<file path="src/design/ews_defines.svh">
`ifndef EWS_DEFINES_SVH
`define EWS_DEFINES_SVH
// software register offsets
`define EWS_REG_CTRL     4'h0
`define EWS_REG_ADDR     4'h1
`define EWS_REG_DATA     4'h2
`define EWS_REG_STATUS   4'h3
`define EWS_REG_IRQ_STAT 4'h4
`define EWS_REG_IRQ_MASK 4'h5
`define EWS_REG_LAST     4'h6
// ctrl fields (write one to start)
`define EWS_CTRL_PROG    0
`define EWS_CTRL_SECT    1
`define EWS_CTRL_CHIP    2
`define EWS_CTRL_MORE    3
`define EWS_CTRL_SUSP    4
`define EWS_CTRL_RESUME  5
`define EWS_CTRL_RESET   6
// status fields
`define EWS_ST_BUSY      0
`define EWS_ST_DONE      1
`define EWS_ST_FAIL      2
`define EWS_ST_TIMER     3
`define EWS_ST_NOT_ACC   4
// irq fields
`define EWS_IRQ_DONE     0
`define EWS_IRQ_FAIL     1
`define EWS_IRQ_NOT_ACC  2
// data bus bit positions
`define EWS_DQ_POLL      7
`define EWS_DQ_TOG1      6
`define EWS_DQ_TLF       5
`define EWS_DQ_ETMR      3
`define EWS_DQ_TOG2      2
// bus timing, cycles at 20 MHz
`define EWS_BUS_CYC      3'h3
// unlock addresses and command codes
`define EWS_UNL_A1       19'h00555
`define EWS_UNL_A2       19'h002aa
`define EWS_UNL_D1       8'haa
`define EWS_UNL_D2       8'h55
`define EWS_CMD_PROG     8'ha0
`define EWS_CMD_ERASE    8'h80
`define EWS_CMD_CHIP     8'h10
`define EWS_CMD_SECT     8'h30
`define EWS_CMD_SUSP     8'hb0
`define EWS_CMD_RESUME   8'h30
`define EWS_CMD_RESET    8'hf0
`endif

</file>
<file path="src/design/ews_pkg.sv">
`default_nettype none
package ews_pkg;
   typedef enum logic [3:0] {
      ST_IDLE   = 4'h0,
      ST_WSEQ   = 4'h1,
      ST_CHK1   = 4'h2,
      ST_POLL1  = 4'h3,
      ST_POLL2  = 4'h4,
      ST_FAILCK = 4'h5,
      ST_TMRCK  = 4'h6,
      ST_MCHK1  = 4'h7,
      ST_MCHK2  = 4'h8
   } ews_state_t;
   typedef enum logic [2:0] {
      OP_PROG  = 3'h0,
      OP_SECT  = 3'h1,
      OP_CHIP  = 3'h2,
      OP_MORE  = 3'h3,
      OP_SUSP  = 3'h4,
      OP_RES   = 3'h5,
      OP_RST   = 3'h6
   } ews_op_t;
endpackage : ews_pkg
`default_nettype wire

</file>
<file path="src/design/ews_bus_cycle.sv">
`timescale 1ns/1ps
`default_nettype none
`include "ews_defines.svh"
// one strobed read or write cycle on the flash pins
module ews_bus_cycle (
   input  wire logic        i_clk,     // clock
   input  wire logic        i_resetn,  // async reset, active low
   input  wire logic        i_start,   // start one cycle
   input  wire logic        i_write,   // 1 write, 0 read
   input  wire logic [18:0] i_addr,    // address
   input  wire logic [7:0]  i_wdata,   // write data
   input  wire logic [7:0]  i_dq_in,   // data pins in
   output logic      [18:0] o_addr,    // address pins
   output logic      [7:0]  o_dq_out,  // data pins out
   output logic             o_dq_oe,   // data pin drive
   output logic             o_ce_n,    // chip enable
   output logic             o_oe_n,    // output enable
   output logic             o_we_n,    // write enable
   output logic             o_done,    // cycle done pulse
   output logic      [7:0]  o_rdata    // captured read data
);
   logic [2:0] cnt;
   logic       busy;
   logic       wr;

   always_ff @(posedge i_clk or negedge i_resetn)
   begin
      if (!i_resetn)
      begin
         busy     <= 1'b0;
         cnt      <= 3'h0;
         wr       <= 1'b0;
         o_addr   <= 19'h00000;
         o_dq_out <= 8'h00;
         o_dq_oe  <= 1'b0;
         o_ce_n   <= 1'b1;
         o_oe_n   <= 1'b1;
         o_we_n   <= 1'b1;
         o_done   <= 1'b0;
         o_rdata  <= 8'h00;
      end
      else
      begin
         o_done <= 1'b0;
         if (!busy && i_start)
         begin
            busy     <= 1'b1;
            cnt      <= `EWS_BUS_CYC;
            wr       <= i_write;
            o_addr   <= i_addr;
            o_dq_out <= i_wdata;
            o_dq_oe  <= i_write;
            o_ce_n   <= 1'b0;
            o_oe_n   <= i_write;
            o_we_n   <= !i_write;
         end
         else if (busy)
         begin
            if (cnt == 3'h0)
            begin
               busy    <= 1'b0;
               o_done  <= 1'b1;
               o_ce_n  <= 1'b1;
               o_oe_n  <= 1'b1;
               o_we_n  <= 1'b1;
               o_dq_oe <= 1'b0;
               if (!wr)
               begin
                  o_rdata <= i_dq_in;
               end
            end
            else
            begin
               cnt <= cnt - 3'h1;
            end
         end
      end
   end
endmodule : ews_bus_cycle
`default_nettype wire

</file>
<file path="src/design/ews_host.sv">
`timescale 1ns/1ps
`default_nettype none
`include "ews_defines.svh"
module ews_host (
   input  wire logic        i_clk,      // 20 MHz clock
   input  wire logic        i_resetn,   // async reset, active low
   input  wire logic [3:0]  i_addr,     // register address
   input  wire logic [31:0] i_wdata,    // register write data
   input  wire logic        i_wr,       // write strobe
   input  wire logic        i_rd,       // read strobe
   output logic      [31:0] o_rdata,    // read data, cycle after strobe
   output logic             o_irq,      // level interrupt
   output logic      [18:0] o_fl_addr,  // flash address
   input  wire logic [7:0]  i_fl_dq,    // flash data in
   output logic      [7:0]  o_fl_dq,    // flash data out
   output logic             o_fl_dq_oe, // flash data drive
   output logic             o_fl_ce_n,  // flash chip enable
   output logic             o_fl_oe_n,  // flash output enable
   output logic             o_fl_we_n   // flash write enable
);
   ews_pkg::ews_state_t state;
   ews_pkg::ews_op_t    op;
   logic [18:0] tgt_addr;
   logic [7:0]  tgt_data;
   logic [2:0]  seq_idx;
   logic [2:0]  seq_len;
   logic [7:0]  first_rd;
   logic        busy;
   logic        done_st;
   logic        fail_st;
   logic        timer_st;
   logic        not_acc_st;
   logic [2:0]  irq_stat;
   logic [2:0]  irq_mask;
   logic [2:0]  irq_set;
   logic        bc_start;
   logic        bc_write;
   logic [18:0] bc_addr;
   logic [7:0]  bc_wdata;
   logic        bc_done;
   logic [7:0]  bc_rdata;
   logic        ctrl_wr;
   logic [26:0] seq_w;

   // unlock and command sequence word per op and step
   function automatic logic [26:0] seq_word(input ews_pkg::ews_op_t o, input logic [2:0] i,
                                            input logic [18:0] a, input logic [7:0] d);
      logic [26:0] w;
      w = {`EWS_UNL_A1, `EWS_CMD_RESET};
      unique case (i)
         3'h0: w = (o == ews_pkg::OP_SUSP) ? {a, `EWS_CMD_SUSP} :
                   (o == ews_pkg::OP_RES)  ? {a, `EWS_CMD_RESUME} :
                   (o == ews_pkg::OP_RST)  ? {a, `EWS_CMD_RESET} :
                   (o == ews_pkg::OP_MORE) ? {a, `EWS_CMD_SECT} :
                   {`EWS_UNL_A1, `EWS_UNL_D1};
         3'h1: w = {`EWS_UNL_A2, `EWS_UNL_D2};
         3'h2: w = (o == ews_pkg::OP_PROG) ? {`EWS_UNL_A1, `EWS_CMD_PROG} :
                   {`EWS_UNL_A1, `EWS_CMD_ERASE};
         3'h3: w = (o == ews_pkg::OP_PROG) ? {a, d} : {`EWS_UNL_A1, `EWS_UNL_D1};
         3'h4: w = {`EWS_UNL_A2, `EWS_UNL_D2};
         default: w = (o == ews_pkg::OP_CHIP) ? {`EWS_UNL_A1, `EWS_CMD_CHIP} :
                      {a, `EWS_CMD_SECT};
      endcase
      return w;
   endfunction : seq_word

   function automatic logic [2:0] seq_count(input ews_pkg::ews_op_t o);
      unique case (o)
         ews_pkg::OP_PROG: return 3'h4;
         ews_pkg::OP_SECT,
         ews_pkg::OP_CHIP: return 3'h6;
         default:          return 3'h1;
      endcase
   endfunction : seq_count

   assign ctrl_wr  = i_wr && (i_addr == `EWS_REG_CTRL) && !busy;
   assign bc_write = (state == ews_pkg::ST_WSEQ);
   assign bc_start = (state != ews_pkg::ST_IDLE) && !bc_done;
   // status reads always at the target address
   // valid status address
   assign seq_w    = seq_word(op, seq_idx, tgt_addr, tgt_data);
   assign bc_addr  = bc_write ? seq_w[26:8] : tgt_addr;
   assign bc_wdata = seq_w[7:0];
   assign busy     = (state != ews_pkg::ST_IDLE);

   ews_bus_cycle u_bus (
      .i_clk    (i_clk),
      .i_resetn (i_resetn),
      .i_start  (bc_start),
      .i_write  (bc_write),
      .i_addr   (bc_addr),
      .i_wdata  (bc_wdata),
      .i_dq_in  (i_fl_dq),
      .o_addr   (o_fl_addr),
      .o_dq_out (o_fl_dq),
      .o_dq_oe  (o_fl_dq_oe),
      .o_ce_n   (o_fl_ce_n),
      .o_oe_n   (o_fl_oe_n),
      .o_we_n   (o_fl_we_n),
      .o_done   (bc_done),
      .o_rdata  (bc_rdata)
   );

   // sequencer
   always_ff @(posedge i_clk or negedge i_resetn)
   begin
      if (!i_resetn)
      begin
         state      <= ews_pkg::ST_IDLE;
         op         <= ews_pkg::OP_RST;
         seq_idx    <= 3'h0;
         seq_len    <= 3'h1;
         first_rd   <= 8'h00;
         done_st    <= 1'b0;
         fail_st    <= 1'b0;
         timer_st   <= 1'b0;
         not_acc_st <= 1'b0;
         irq_set    <= 3'h0;
      end
      else
      begin
         irq_set <= 3'h0;
         unique case (state)
            ews_pkg::ST_IDLE:
            begin
               if (ctrl_wr)
               begin
                  op      <= ews_pkg::OP_RST;
                  seq_len <= seq_count(ews_pkg::OP_RST);
                  if (i_wdata[`EWS_CTRL_PROG])
                  begin
                     op      <= ews_pkg::OP_PROG;
                     seq_len <= seq_count(ews_pkg::OP_PROG);
                  end
                  else if (i_wdata[`EWS_CTRL_SECT])
                  begin
                     op      <= ews_pkg::OP_SECT;
                     seq_len <= seq_count(ews_pkg::OP_SECT);
                  end
                  else if (i_wdata[`EWS_CTRL_CHIP])
                  begin
                     op      <= ews_pkg::OP_CHIP;
                     seq_len <= seq_count(ews_pkg::OP_CHIP);
                  end
                  else if (i_wdata[`EWS_CTRL_MORE])
                  begin
                     op      <= ews_pkg::OP_MORE;
                     seq_len <= seq_count(ews_pkg::OP_MORE);
                  end
                  else if (i_wdata[`EWS_CTRL_SUSP])
                  begin
                     op      <= ews_pkg::OP_SUSP;
                     seq_len <= seq_count(ews_pkg::OP_SUSP);
                  end
                  else if (i_wdata[`EWS_CTRL_RESUME])
                  begin
                     op      <= ews_pkg::OP_RES;
                     seq_len <= seq_count(ews_pkg::OP_RES);
                  end
                  seq_idx    <= 3'h0;
                  done_st    <= 1'b0;
                  fail_st    <= 1'b0;
                  not_acc_st <= 1'b0;
                  state <= i_wdata[`EWS_CTRL_MORE] && !(|i_wdata[2:0]) ?
                           ews_pkg::ST_MCHK1 : ews_pkg::ST_WSEQ;
               end
            end
            ews_pkg::ST_MCHK1:
            begin
               if (bc_done)
               begin
                  timer_st <= bc_rdata[`EWS_DQ_ETMR];
                  if (bc_rdata[`EWS_DQ_ETMR])
                  begin
                     not_acc_st <= 1'b1;
                     irq_set    <= 3'h4;
                     state      <= ews_pkg::ST_IDLE;
                  end
                  else
                  begin
                     state <= ews_pkg::ST_WSEQ;
                  end
               end
            end
            ews_pkg::ST_WSEQ:
            begin
               if (bc_done)
               begin
                  seq_idx <= seq_idx + 3'h1;
                  if (seq_idx == seq_len - 3'h1)
                  begin
                     unique case (op)
                        ews_pkg::OP_MORE: state <= ews_pkg::ST_MCHK2;
                        ews_pkg::OP_PROG,
                        ews_pkg::OP_SECT,
                        ews_pkg::OP_CHIP: state <= ews_pkg::ST_POLL1;
                        default:
                        begin
                           state   <= ews_pkg::ST_IDLE;
                           done_st <= 1'b1;
                           timer_st <= 1'b0;
                        end
                     endcase
                  end
                  else if (op == ews_pkg::OP_PROG && seq_idx == 3'h2)
                  begin
                     // program word carries data from the data register
                     seq_idx <= 3'h3;
                  end
                  else if (op != ews_pkg::OP_PROG && seq_idx == 3'h2)
                  begin
                     seq_idx <= 3'h3;
                  end
               end
            end
            ews_pkg::ST_MCHK2:
            begin
               if (bc_done)
               begin
                  // high after add means maybe refused
                  timer_st <= bc_rdata[`EWS_DQ_ETMR];
                  if (bc_rdata[`EWS_DQ_ETMR])
                  begin
                     not_acc_st <= 1'b1;
                     irq_set    <= 3'h4;
                  end
                  state <= ews_pkg::ST_IDLE;
               end
            end
            ews_pkg::ST_POLL1:
            begin
               if (bc_done)
               begin
                  first_rd <= bc_rdata;
                  state    <= ews_pkg::ST_POLL2;
               end
            end
            ews_pkg::ST_POLL2:
            begin
               if (bc_done)
               begin
                  first_rd <= bc_rdata;
                  if (bc_rdata[`EWS_DQ_TOG1] == first_rd[`EWS_DQ_TOG1])
                  begin
                     state   <= ews_pkg::ST_IDLE;
                     done_st <= 1'b1;
                     irq_set <= 3'h1;
                  end
                  else if (bc_rdata[`EWS_DQ_TLF])
                  begin
                     state <= ews_pkg::ST_FAILCK;
                  end
                  else if (op == ews_pkg::OP_SECT && !timer_st)
                  begin
                     state <= ews_pkg::ST_TMRCK;
                  end
                  else
                  begin
                     state <= ews_pkg::ST_POLL2;
                  end
               end
            end
            ews_pkg::ST_TMRCK:
            begin
               if (bc_done)
               begin
                  timer_st <= bc_rdata[`EWS_DQ_ETMR];
                  first_rd <= bc_rdata;
                  state    <= ews_pkg::ST_POLL2;
               end
            end
            ews_pkg::ST_FAILCK:
            begin
               if (bc_done)
               begin
                  if (bc_rdata[`EWS_DQ_TOG1] == first_rd[`EWS_DQ_TOG1])
                  begin
                     done_st <= 1'b1;
                     irq_set <= 3'h1;
                  end
                  else
                  begin
                     fail_st <= 1'b1;
                     irq_set <= 3'h2;
                  end
                  state <= ews_pkg::ST_IDLE;
               end
            end
            default: state <= ews_pkg::ST_IDLE;
         endcase
      end
   end

   // interrupt status, set wins over clear
   always_ff @(posedge i_clk or negedge i_resetn)
   begin
      if (!i_resetn)
      begin
         irq_stat <= 3'h0;
         irq_mask <= 3'h0;
      end
      else
      begin
         if (i_wr && i_addr == `EWS_REG_IRQ_MASK)
         begin
            irq_mask <= i_wdata[2:0];
         end
         if (i_wr && i_addr == `EWS_REG_IRQ_STAT)
         begin
            irq_stat <= (irq_stat & ~i_wdata[2:0]) | irq_set;
         end
         else
         begin
            irq_stat <= irq_stat | irq_set;
         end
      end
   end

   assign o_irq = |(irq_stat & irq_mask);

   // register writes of address and data
   always_ff @(posedge i_clk or negedge i_resetn)
   begin
      if (!i_resetn)
      begin
         tgt_addr <= 19'h00000;
         tgt_data <= 8'h00;
      end
      else if (i_wr && !busy)
      begin
         if (i_addr == `EWS_REG_ADDR)
         begin
            tgt_addr <= i_wdata[18:0];
         end
         if (i_addr == `EWS_REG_DATA)
         begin
            tgt_data <= i_wdata[7:0];
         end
      end
   end

   // read data one cycle after strobe
   always_ff @(posedge i_clk or negedge i_resetn)
   begin
      if (!i_resetn)
      begin
         o_rdata <= 32'h00000000;
      end
      else if (i_rd)
      begin
         unique case (i_addr)
            `EWS_REG_ADDR:     o_rdata <= {13'h0000, tgt_addr};
            `EWS_REG_DATA:     o_rdata <= {24'h000000, tgt_data};
            `EWS_REG_STATUS:   o_rdata <= {27'h0000000, not_acc_st, timer_st,
                                           fail_st, done_st, busy};
            `EWS_REG_IRQ_STAT: o_rdata <= {29'h00000000, irq_stat};
            `EWS_REG_IRQ_MASK: o_rdata <= {29'h00000000, irq_mask};
            `EWS_REG_LAST:     o_rdata <= {24'h000000, first_rd};
            default:           o_rdata <= 32'h00000000;
         endcase
      end
      else
      begin
         o_rdata <= 32'h00000000;
      end
   end
endmodule : ews_host
`default_nettype wire

</file>
<file path="config.mk">
export PLATFORM = sky130hd
export DESIGN_NAME = ews_host
export DESIGN_NICKNAME = d
export VERILOG_FILES = /design/src/design/ews_pkg.sv /design/src/design/ews_bus_cycle.sv /design/src/design/ews_host.sv
export VERILOG_INCLUDE_DIRS = /design/src /design/src/design
export SDC_FILE = /design/constraint.sdc
export NUM_CORES = 1
export LEC_CHECK = 0
export ABC_AREA = 1
export ABC_CLOCK_PERIOD_IN_PS = 2050
export BUFFER_PORTS_ARGS = -buffer_cell sky130_fd_sc_hd__buf_2
export CORE_MARGIN = 2
export CORE_UTILIZATION = 55
export DETAILED_ROUTE_END_ITERATION = 7
export GPL_TIMING_DRIVEN = 0
export PLACE_DENSITY = 0.91
export SYNTH_ARGS = -nofsm -noshare
export SYNTH_HDL_FRONTEND = slang
export SYNTH_SLANG_ARGS = --single-unit
</file>
<file path="constraint.sdc">
create_clock -name i_clk -period 2.05 [get_ports i_clk]
set_input_delay 0.1025 -clock i_clk [delete_from_list [all_inputs] [get_ports i_clk]]
set_output_delay 0.1025 -clock i_clk [all_outputs]
set_load 0.02 [all_outputs]
</file>
Word-level counts from Yosys, hierarchy flattened. Cells that the tools add are included.

Bitwise operators: 7. Magnitude comparators: 0. Divide/modulo/power cells: 0. $mul: 0. $add $sub $neg: 3. Equal/unequal tests: 41. Shift-type cells: 0. Reduce and logical (&&, ||, !) cells: 55. Mux-type cells: 83.

Operators by type and width (count): $mux W27 (6); $pmux W19 S6 (1); $pmux W27 S4 (1); $mux W3 (20); $mux W32 (1); $mux W1 (31); $eq A4 B3 Y1 const B (7); $mux W4 (7); $ne A2 B1 Y1 const B (13); $pmux W4 S6 (1); $mux W19 (1); $reduce_or A3 Y1 (5); $reduce_and A7 Y1 (2); $eq A3 B2 Y1 const B (4); $eq A3 B3 Y1 const B (4); $eq A4 B2 Y1 const B (3); $mux W2 (6); $reduce_and A2 Y1 (6); $reduce_and A4 Y1 (3); $reduce_bool A2 Y1 (6); $logic_and A1 B1 Y1 (11); $reduce_or A2 Y1 (5); $logic_not A3 Y1 (3); $pmux W3 S3 (1); 24 further kinds (41).

Word-level logic and storage cells: 215. Latch bits: 0. Bits in registers: 138. Bits of input ports: 48. RAM bits: 0. Memories: 0. Bits in read-only memories: 0.

Depth between registers and ports, before layout. Gate-level depths: netlist (run 1).

Depth after elaboration: 7. Depth in mapped cells: 11. Mapped depth without buffers: 11.

Modules after synthesis. Synthesis (run 1) repeated with hierarchy kept, for this count alone.

Cell total of the unflattened synthesis: 793. Area, all modules: 6288.5 sq um.

Modules (own cells, without submodules): ews_host (area an instance 4498.1 sq um, instances 1, cells each 594, sequential area each 2005.7 sq um); ews_bus_cycle (area an instance 1790.5 sq um, instances 1, cells each 199, sequential area each 1129.8 sq um).

Worst setup path after synthesis (run 1). Ideal clock, no wire load.

Path kind: flip-flop to flip-flop. Start point: reg seq_len[0]. End point: reg state[0]. Stages on the path, launching flop included: 12. Data required time: 1.933 ns. Data arrival time: 1.615 ns. Slack: 0.318 ns. Period minus slack after synthesis: 1.732 ns. Library setup time: 0.117 ns. Cell sequence: dfstp_2 inv_1 ha_1 or2_2 nand2_1 nand2_1 nand2_1 nand2_1 nand2_1 nand3_2 nand2_1 nand2_1.

Cells in the longest elaborated chain, start to end: 4.

Ends and longest elaborated chain: start: declaration (RTL line ews_host.sv:26) `logic [2:0] seq_len;`; start signal: assignment (RTL line ews_host.sv:129) `seq_len <= seq_count(ews_pkg::OP_RST);`; start signal: assignment (RTL line ews_host.sv:133) `seq_len <= seq_count(ews_pkg::OP_PROG);`; start signal: assignment (RTL line ews_host.sv:138) `seq_len <= seq_count(ews_pkg::OP_SECT);`; $sub A3 B1 Y3 (RTL line ews_host.sv:190) `if (seq_idx == seq_len - 3'h1)`; $eq A3 B3 Y1 (RTL line ews_host.sv:190); $ne A2 B1 Y1 (no line); $reduce_and A7 Y1 (no line); end signal: assignment (RTL line ews_host.sv:193) `ews_pkg::OP_MORE: state <= ews_pkg::ST_MCHK2;`; end signal: assignment (RTL line ews_host.sv:196) `ews_pkg::OP_CHIP: state <= ews_pkg::ST_POLL1;`; end signal: assignment (RTL line ews_host.sv:199) `state <= ews_pkg::ST_IDLE;`; end: declaration (RTL line ews_host.sv:21) `ews_pkg::ews_state_t state;`.

No other way between the ends. A chain may end at the register's enable or synchronous reset.

Worst setup path after layout (run 1).
Start point: reg seq_len[0]. End point: reg timer_st.

Cells in the longest elaborated chain, start to end: 4.

Ends and longest elaborated chain: $sub A3 B1 Y3 (RTL line ews_host.sv:190); $eq A3 B3 Y1 (RTL line ews_host.sv:190); $ne A2 B1 Y1 (no line); $reduce_and A5 Y1 (no line); end signal: assignment (RTL line ews_host.sv:172) `` timer_st <= bc_rdata[`EWS_DQ_ETMR]; ``; end signal: assignment (RTL line ews_host.sv:221) `` timer_st <= bc_rdata[`EWS_DQ_ETMR]; ``; end signal: assignment (RTL line ews_host.sv:267) `` timer_st <= bc_rdata[`EWS_DQ_ETMR]; ``; end: declaration (RTL line ews_host.sv:31) `logic timer_st;`.

No other way between the ends.

==> impl_metrics.env, run 1 <==
export IMPL_outcome="finished, violations left"
export IMPL_violations="design-rule violations"
export IMPL_hold_path_depth=5
export IMPL_final_cell_area_um2=7660
export IMPL_grt_pass1_wl_mm=26.8
export IMPL_setup_viol=0
export IMPL_ir_worst_vdd_v=0.00106
export IMPL_route_antenna_remaining_nets=0
export IMPL_start_kind="flip-flop"
export IMPL_start_util_pct=56.1
export IMPL_grt_use_total_pct=29.6
export IMPL_cp_startpoint="seq_len[0]$_DFFE_PN1P_"
export IMPL_cts_sinks=125
export IMPL_yosysSeqAreaShare_pct=51.8
export IMPL_async_flop_share_pct=100
export IMPL_dieArea_um2=11900
export IMPL_path_common_cell="nand2_1"
export IMPL_synth_top_area_share_pct=49.2
export IMPL_clkLatencyLatePin_ns=0.53
export IMPL_gr_total_overflow=0
export IMPL_nNetsFinal=927
export IMPL_cts_buffers=17
export IMPL_setup_tns_ns=0
export IMPL_drive_above_1_share_pct=22.7
export IMPL_yosys_most_used_dff="dfrtp_1"
export IMPL_grt_pass1_vias=5502
export IMPL_relSlewSlack_pct=66.1
export IMPL_antenna_found_initial=0
export IMPL_power_total_mw=12.6
export IMPL_critPathMaxFanout=5
export IMPL_yosysUniqueCellTypes=39
export IMPL_cp_cell_sequence="inv_1, ha_1, or2_2, nand2_1, nand2_1, nand2_1, nand2_4, nand2_4, nand2_1, o21ai_0"
export IMPL_diodes=0
export IMPL_hold_start="i_addr[0]"
export IMPL_syn2layout_area_growth_pct=26.6
export IMPL_core_um2=10800
export IMPL_synthCells=721
export IMPL_gp_congestion=0.901
export IMPL_drv_slew=0
export IMPL_rsz0062_at_grt="false"
export IMPL_die_x_um=109
export IMPL_clock_skew_ns=0.00839
export IMPL_leakage_nw=4.01
export IMPL_via_per_inst=5.46
export IMPL_drv_cap=0
export IMPL_hold_viol=0
export IMPL_arrival_ns=2.38
export IMPL_finalCritPeriodShare_pct=94.9
export IMPL_powerDensity_nw_per_um2=1650
export IMPL_route_vias_total=5588
export IMPL_drt_initial_drc_count=555
export IMPL_clockBufferDepth=2
export IMPL_io_buffers=85
export IMPL_avgSynthCellArea_um2=8.39
export IMPL_htree_levels=4
export IMPL_yosys_top_cells_count="177 x nand2_1, 119 x dfrtp_1, 87 x inv_1, 75 x o21ai_0, 65 x nor2_1"
export IMPL_placed_cells=959
export IMPL_cts_setup_buffers=0
export IMPL_cpLargestDelayFamily="simple AND/OR/NAND/NOR gates"
export IMPL_io_pins=112
export IMPL_slowest_stage="dfstp_2"
export IMPL_synth_top_area_cell="dfrtp_1"
export IMPL_routed_wl_mm=16.5
export IMPL_worstMarginPinSlew_ns=0.508
export IMPL_end_kind="flip-flop"
export IMPL_final_cells=1024
export IMPL_drc=1
export IMPL_synth_warnings=0
export IMPL_fin_util_pct=71.0
export IMPL_rows=38
export IMPL_crit_cells=10
export IMPL_synth_ff_latch_count=125
export IMPL_critical_path_required_ns=2.48
export IMPL_min_period_ns=1.94
export IMPL_synthTopCellsByArea="dfrtp_1 49%, nand2_1 11%, o21ai_0 6.2%, inv_1 5.4%, nor2_1 4.0%"
export IMPL_cts_root_buf="clkbuf_8"
export IMPL_place_area_um2=6730
export IMPL_wire_per_inst_um=16.1
export IMPL_synth_edf_count=0
export IMPL_die_h_um=109
export IMPL_crit_type="reg -> reg"
export IMPL_hold_class="in -> reg"
export IMPL_max_freq_mhz=514
export IMPL_reg2reg_from="seq_len[0]$_DFFE_PN1P_"
export IMPL_slowest_delay_ns=0.54
export IMPL_grt_max_degree=73
export IMPL_synth_most_common_cell="nand2_1"
export IMPL_synth_area_um2=6050
export IMPL_firstDrtPassIters=8
export IMPL_cts_tree="done"
export IMPL_crit_buf_inv=1
export IMPL_worstRegToRegCells=10
export IMPL_clkTransAtPathRegs_ns=0.06
export IMPL_dp_hpwl_mm=11.3
## final cells by class
| class | instances | area [µm²] |
|---|---|---|
| Sequential cell | 125 | 3140 |
| Fill cell | 787 | 3130 |
| Multi-Input combinational cell | 485 | 2440 |
| Timing Repair Buffer | 119 | 790 |
| Clock buffer | 17 | 414 |
| Inverter | 95 | 357 |
| Buffer | 28 | 206 |
| Tap cell | 140 | 175 |
| Clock inverter | 15 | 145 |
## worst min-delay path, cell delays in order
cell	delay, ns
buf_2	0.12
inv_1	0.05
nor2_1	0.06
nand3_1	0.13
nor2_1	0.05
## flip-flops by register name, summed over array words and instances (netlist names), 4 cells and up
name,cells
tgt_addr,19
first_rd,8
u_bus.o_dq_out,8
o_rdata,19
u_bus.o_rdata,8
state,4
u_bus.o_addr,19
tgt_data,8
## metal layers
metal / up-vias / track usage [%] / routed length, µm
met4: 0 / 12.7 / 453
li1: 2594 / - / -
met3: 49 / 5.98 / 1200
met2: 283 / 50.3 / 8430
met1: 2662 / 36.9 / 6390
met5: - / 0 / 0
## final timing paths
path                            slack (ns)                       end
min in group asynchronous             0.09  u_bus.cnt[2]$_DFFE_PN0P_
worst max-delay path                  0.11      timer_st$_DFFE_PN0P_
worst min-delay path                  0.01     o_rdata[18]$_DFF_PN0_
worst max register to register        0.11      timer_st$_DFFE_PN0P_
worst min register to register        0.44     irq_stat[2]$_DFF_PN0_
max in group asynchronous             1.25      o_rdata[3]$_DFF_PN0_
## repair_timing
action | CTS | global route
endpoints found under the hold margin | 134 | 0
gates resized for setup | 2 | 8
hold buffers | 33 | 0
setup endpoints to repair | 9 | 18
## cell usage in the layout (no fill, tap or decap), drive strengths merged, types with 6 or more instances in the layout
cell type	synthesis	routed
dlygate4sd3	0	33
a21oi	30	30
nor3	8	8
clkbuf	3	20
o21ai	90	90
inv	95	104
o22ai	10	10
nand3	42	42
ha	8	8
nor2	73	73
dfstp	6	6
conb	1	13
buf	25	111
nand2	189	189
dfrtp	119	119
## where the power goes
group,internal (mW),switching (mW)
logic,1.82,3.78
clock network,1.55,1.29
registers,3.51,0.666
total,6.88,5.74
## logic make-up after synthesis
logic type / count (synthesis) / synth area share, %
DFF: 125 / 51.8
xor gates and xnor gates: 3 / 0.434
and+or+nand+nor: 318 / 23.4
AOI/OAI and AO/OA: 143 / 13.3
other: 1 / 0.0620
buffers and inverters: 123 / 9.30
adders and majority gates: 8 / 1.65
## through the flow
stage	hold WS, ns	setup WS (ns)
final	0.0137	0.105
after global routing	0.0469	0.00162
after CTS	0.00887	0.0410
after detailed placement	0.0929	-0.000440
after global placement	0.313	-0.642
after floorplan	-0.193	0.318
Power figures use the tool's default switching activity.
==> run 2, diff against run 1 <==
Settings changed: CTS_BUF_LIST set to sky130_fd_sc_hd__clkbuf_4 sky130_fd_sc_hd__clkbuf_8.
==> run 2 against run 1 <==
  * The run now ends clean
  * Worst setup slack better by 0.022 ns
  * Sequential cell count stayed put
  * First-iteration DRC count is 8.8% lower
  * Sequential share of layout area increased by 1.3 points
  * Core utilization is 2.2 points lower
  * Clock skew is 0.0062 ns higher
==> impl_metrics.env, run 2 (same netlist as run 1, synthesis figures left out) <==
export IMPL_layout_common_cells="174 x nand2_1, 119 x dfrtp_1, 89 x buf_2"
export IMPL_cts_sinks=125
export IMPL_fin_util_pct=68.8
export IMPL_p_seq_share_pct=35.6
export IMPL_end_kind="flip-flop"
export IMPL_outcome="finished, final reports clean"
export IMPL_clockBufferDepth=2
export IMPL_rsz0062_at_grt="false"
export IMPL_dp_hpwl_mm=11.3
export IMPL_place_area_um2=6730
export IMPL_rows=38
export IMPL_switching_share_pct=47.0
export IMPL_die_h_um=109
export IMPL_dieArea_um2=11900
export IMPL_diodes=0
export IMPL_drt_initial_drc_count=506
export IMPL_cts_setup_buffers=0
export IMPL_layout_commonest_cell="nand2_1"
export IMPL_core_um2=10800
export IMPL_setup_tns_ns=0
export IMPL_power_frac_comb_pct=46.7
export IMPL_clkTransAtPathRegs_ns=0.09
export IMPL_drv_cap=0
export IMPL_htree_levels=4
export IMPL_netSwitchingPower_mw=5.49
export IMPL_nFillCells=840
export IMPL_leakage_nw=3.90
export IMPL_powerDensity_nw_per_um2=1570
export IMPL_final_cell_area_um2=7420
export IMPL_drc=0
export IMPL_clock_skew_ns=0.0146
export IMPL_grt_max_degree=73
export IMPL_critical_path_required_ns=2.40
export IMPL_wire_per_inst_um=15.4
export IMPL_start_kind="flip-flop"
export IMPL_crit_type="reg -> reg"
export IMPL_drv_slew=0
export IMPL_antenna_found_initial=0
export IMPL_drive_above_1_share_pct=23.0
export IMPL_firstDrtPassIters=5
export IMPL_syn2layout_area_growth_pct=22.7
export IMPL_start_util_pct=56.1
export IMPL_relSlewSlack_pct=66.0
export IMPL_cts_buffers=17
export IMPL_gp_congestion=0.901
export IMPL_via_per_inst=5.33
export IMPL_grt_use_total_pct=28.4
export IMPL_worstMarginPinSlew_ns=0.510
export IMPL_cts_root_buf="clkbuf_8"
export IMPL_setup_viol=0
export IMPL_ir_worst_vdd_v=0.000889
export IMPL_clkLatencyLatePin_ns=0.46
export IMPL_route_vias_total=5440
export IMPL_die_x_um=109
export IMPL_grt_pass1_wl_mm=25.6
export IMPL_clock_power_share_pct=17.7
export IMPL_io_buffers=85
export IMPL_top_regs="o_rdata (19), tgt_addr (19), u_bus.o_addr (19)"
export IMPL_routed_wl_mm=15.7
export IMPL_io_pins=112
export IMPL_cts_tree="done"
export IMPL_power_total_mw=11.7
export IMPL_max_freq_mhz=520
export IMPL_hold_viol=0
export IMPL_critPathMaxFanout=9
export IMPL_finalCritPeriodShare_pct=93.8
export IMPL_hold_class="in -> reg"
export IMPL_min_period_ns=1.92
export IMPL_arrival_ns=2.28
export IMPL_gr_total_overflow=0
export IMPL_intPower_mw=6.20
export IMPL_nNetsFinal=923
export IMPL_grt_pass1_vias=5394
export IMPL_route_antenna_remaining_nets=0
-- run 2: cell count changes in the layout (fill, tap and decap cells not counted), sizes merged --
cell	previous run	this run
dlygate4sd3	33	29
-- run 2: area by class of cell --
class	instances	area [µm²]	share of cell area (%)
flip-flops and latches	125	3140	42.2
multi-input cells	485	2420	32.6
repair buffers	115	749	10.1
inverters	95	357	4.80
clock buffers	17	234	3.15
plain buffers	28	206	2.78
well taps	140	175	2.36
clock inverters	15	145	1.96
-- run 2: power by group through the flow --
stage                     sequential (mW)  clock, mW  combinational, mW
final                                4.16       2.07               5.45
after global routing                 4.26       2.19               6.11
after CTS                            4.14       2.08               5.36
after detailed placement             4.18          0               5.27
after global placement               4.13          0               5.05
after floorplan                      4.42          0               3.44
-- run 2: path summary, 6_finish.rpt --
check / start / end / depth (start not counted) / slack [ns]
max in group asynchronous: i_resetn / o_rdata[7]$_DFF_PN0_ / 3 / 1.18
min in group asynchronous: i_resetn / u_bus.cnt[2]$_DFFE_PN0P_ / 2 / 0.16
setup / recovery: seq_idx[0]$_DFFE_PN0P_ / u_bus.o_addr[0]$_DFFE_PN0P_ / 10 / 0.13
hold reg to reg: irq_set[1]$_DFF_PN0_ / irq_stat[1]$_DFF_PN0_ / 2 / 0.44
hold / removal: i_wr / irq_stat[2]$_DFF_PN0_ / 4 / 0.06
setup reg to reg: seq_idx[0]$_DFFE_PN0P_ / u_bus.o_addr[0]$_DFFE_PN0P_ / 10 / 0.13
-- run 2: worst max-delay path, stage by stage, from the launching register on --
cell,delay (ns)
dfrtp_1,0.43
ha_1,0.23
ha_2,0.24
inv_2,0.11
nand3_1,0.12
nor2_4,0.16
nand2_2,0.16
nand2_1,0.15
a21oi_1,0.09
nand2_1,0.09
nand2_1,0.05
-- run 2: metal layers --
metal  GRT usage [%]  wire length [µm]  up-vias  part of all wire, %
met4            13.1               432        0                  2.7
li1                -                 -     2587                    -
met2            46.6              7910      239                   50
met5               0                 0        -                    0
met3            6.40              1110       41                  7.0
met1            36.0              6300     2573                   40
-- run 2: what timing repair did --
action,CTS,global route
pin swaps,0,1
endpoints found under the setup margin,8,30
hold buffers,29,0
resized for setup,1,6
endpoints found under the hold margin,96,0
-- run 2: per-stage QoR --
| step | cells | setup WS [ns] | hold WS, ns |
|---|---|---|---|
| 6_report | 1020 | 0.127 | 0.0620 |
| 5_1_grt | 1020 | 0.0105 | 0.0921 |
| 4_1_cts | 1020 | 0.00915 | 0.0418 |
| 3_5_place_dp | 959 | -0.000440 | 0.0929 |
| 3_3_place_gp | 958 | -0.642 | 0.313 |
| 2_1_floorplan | 733 | 0.318 | -0.193 |
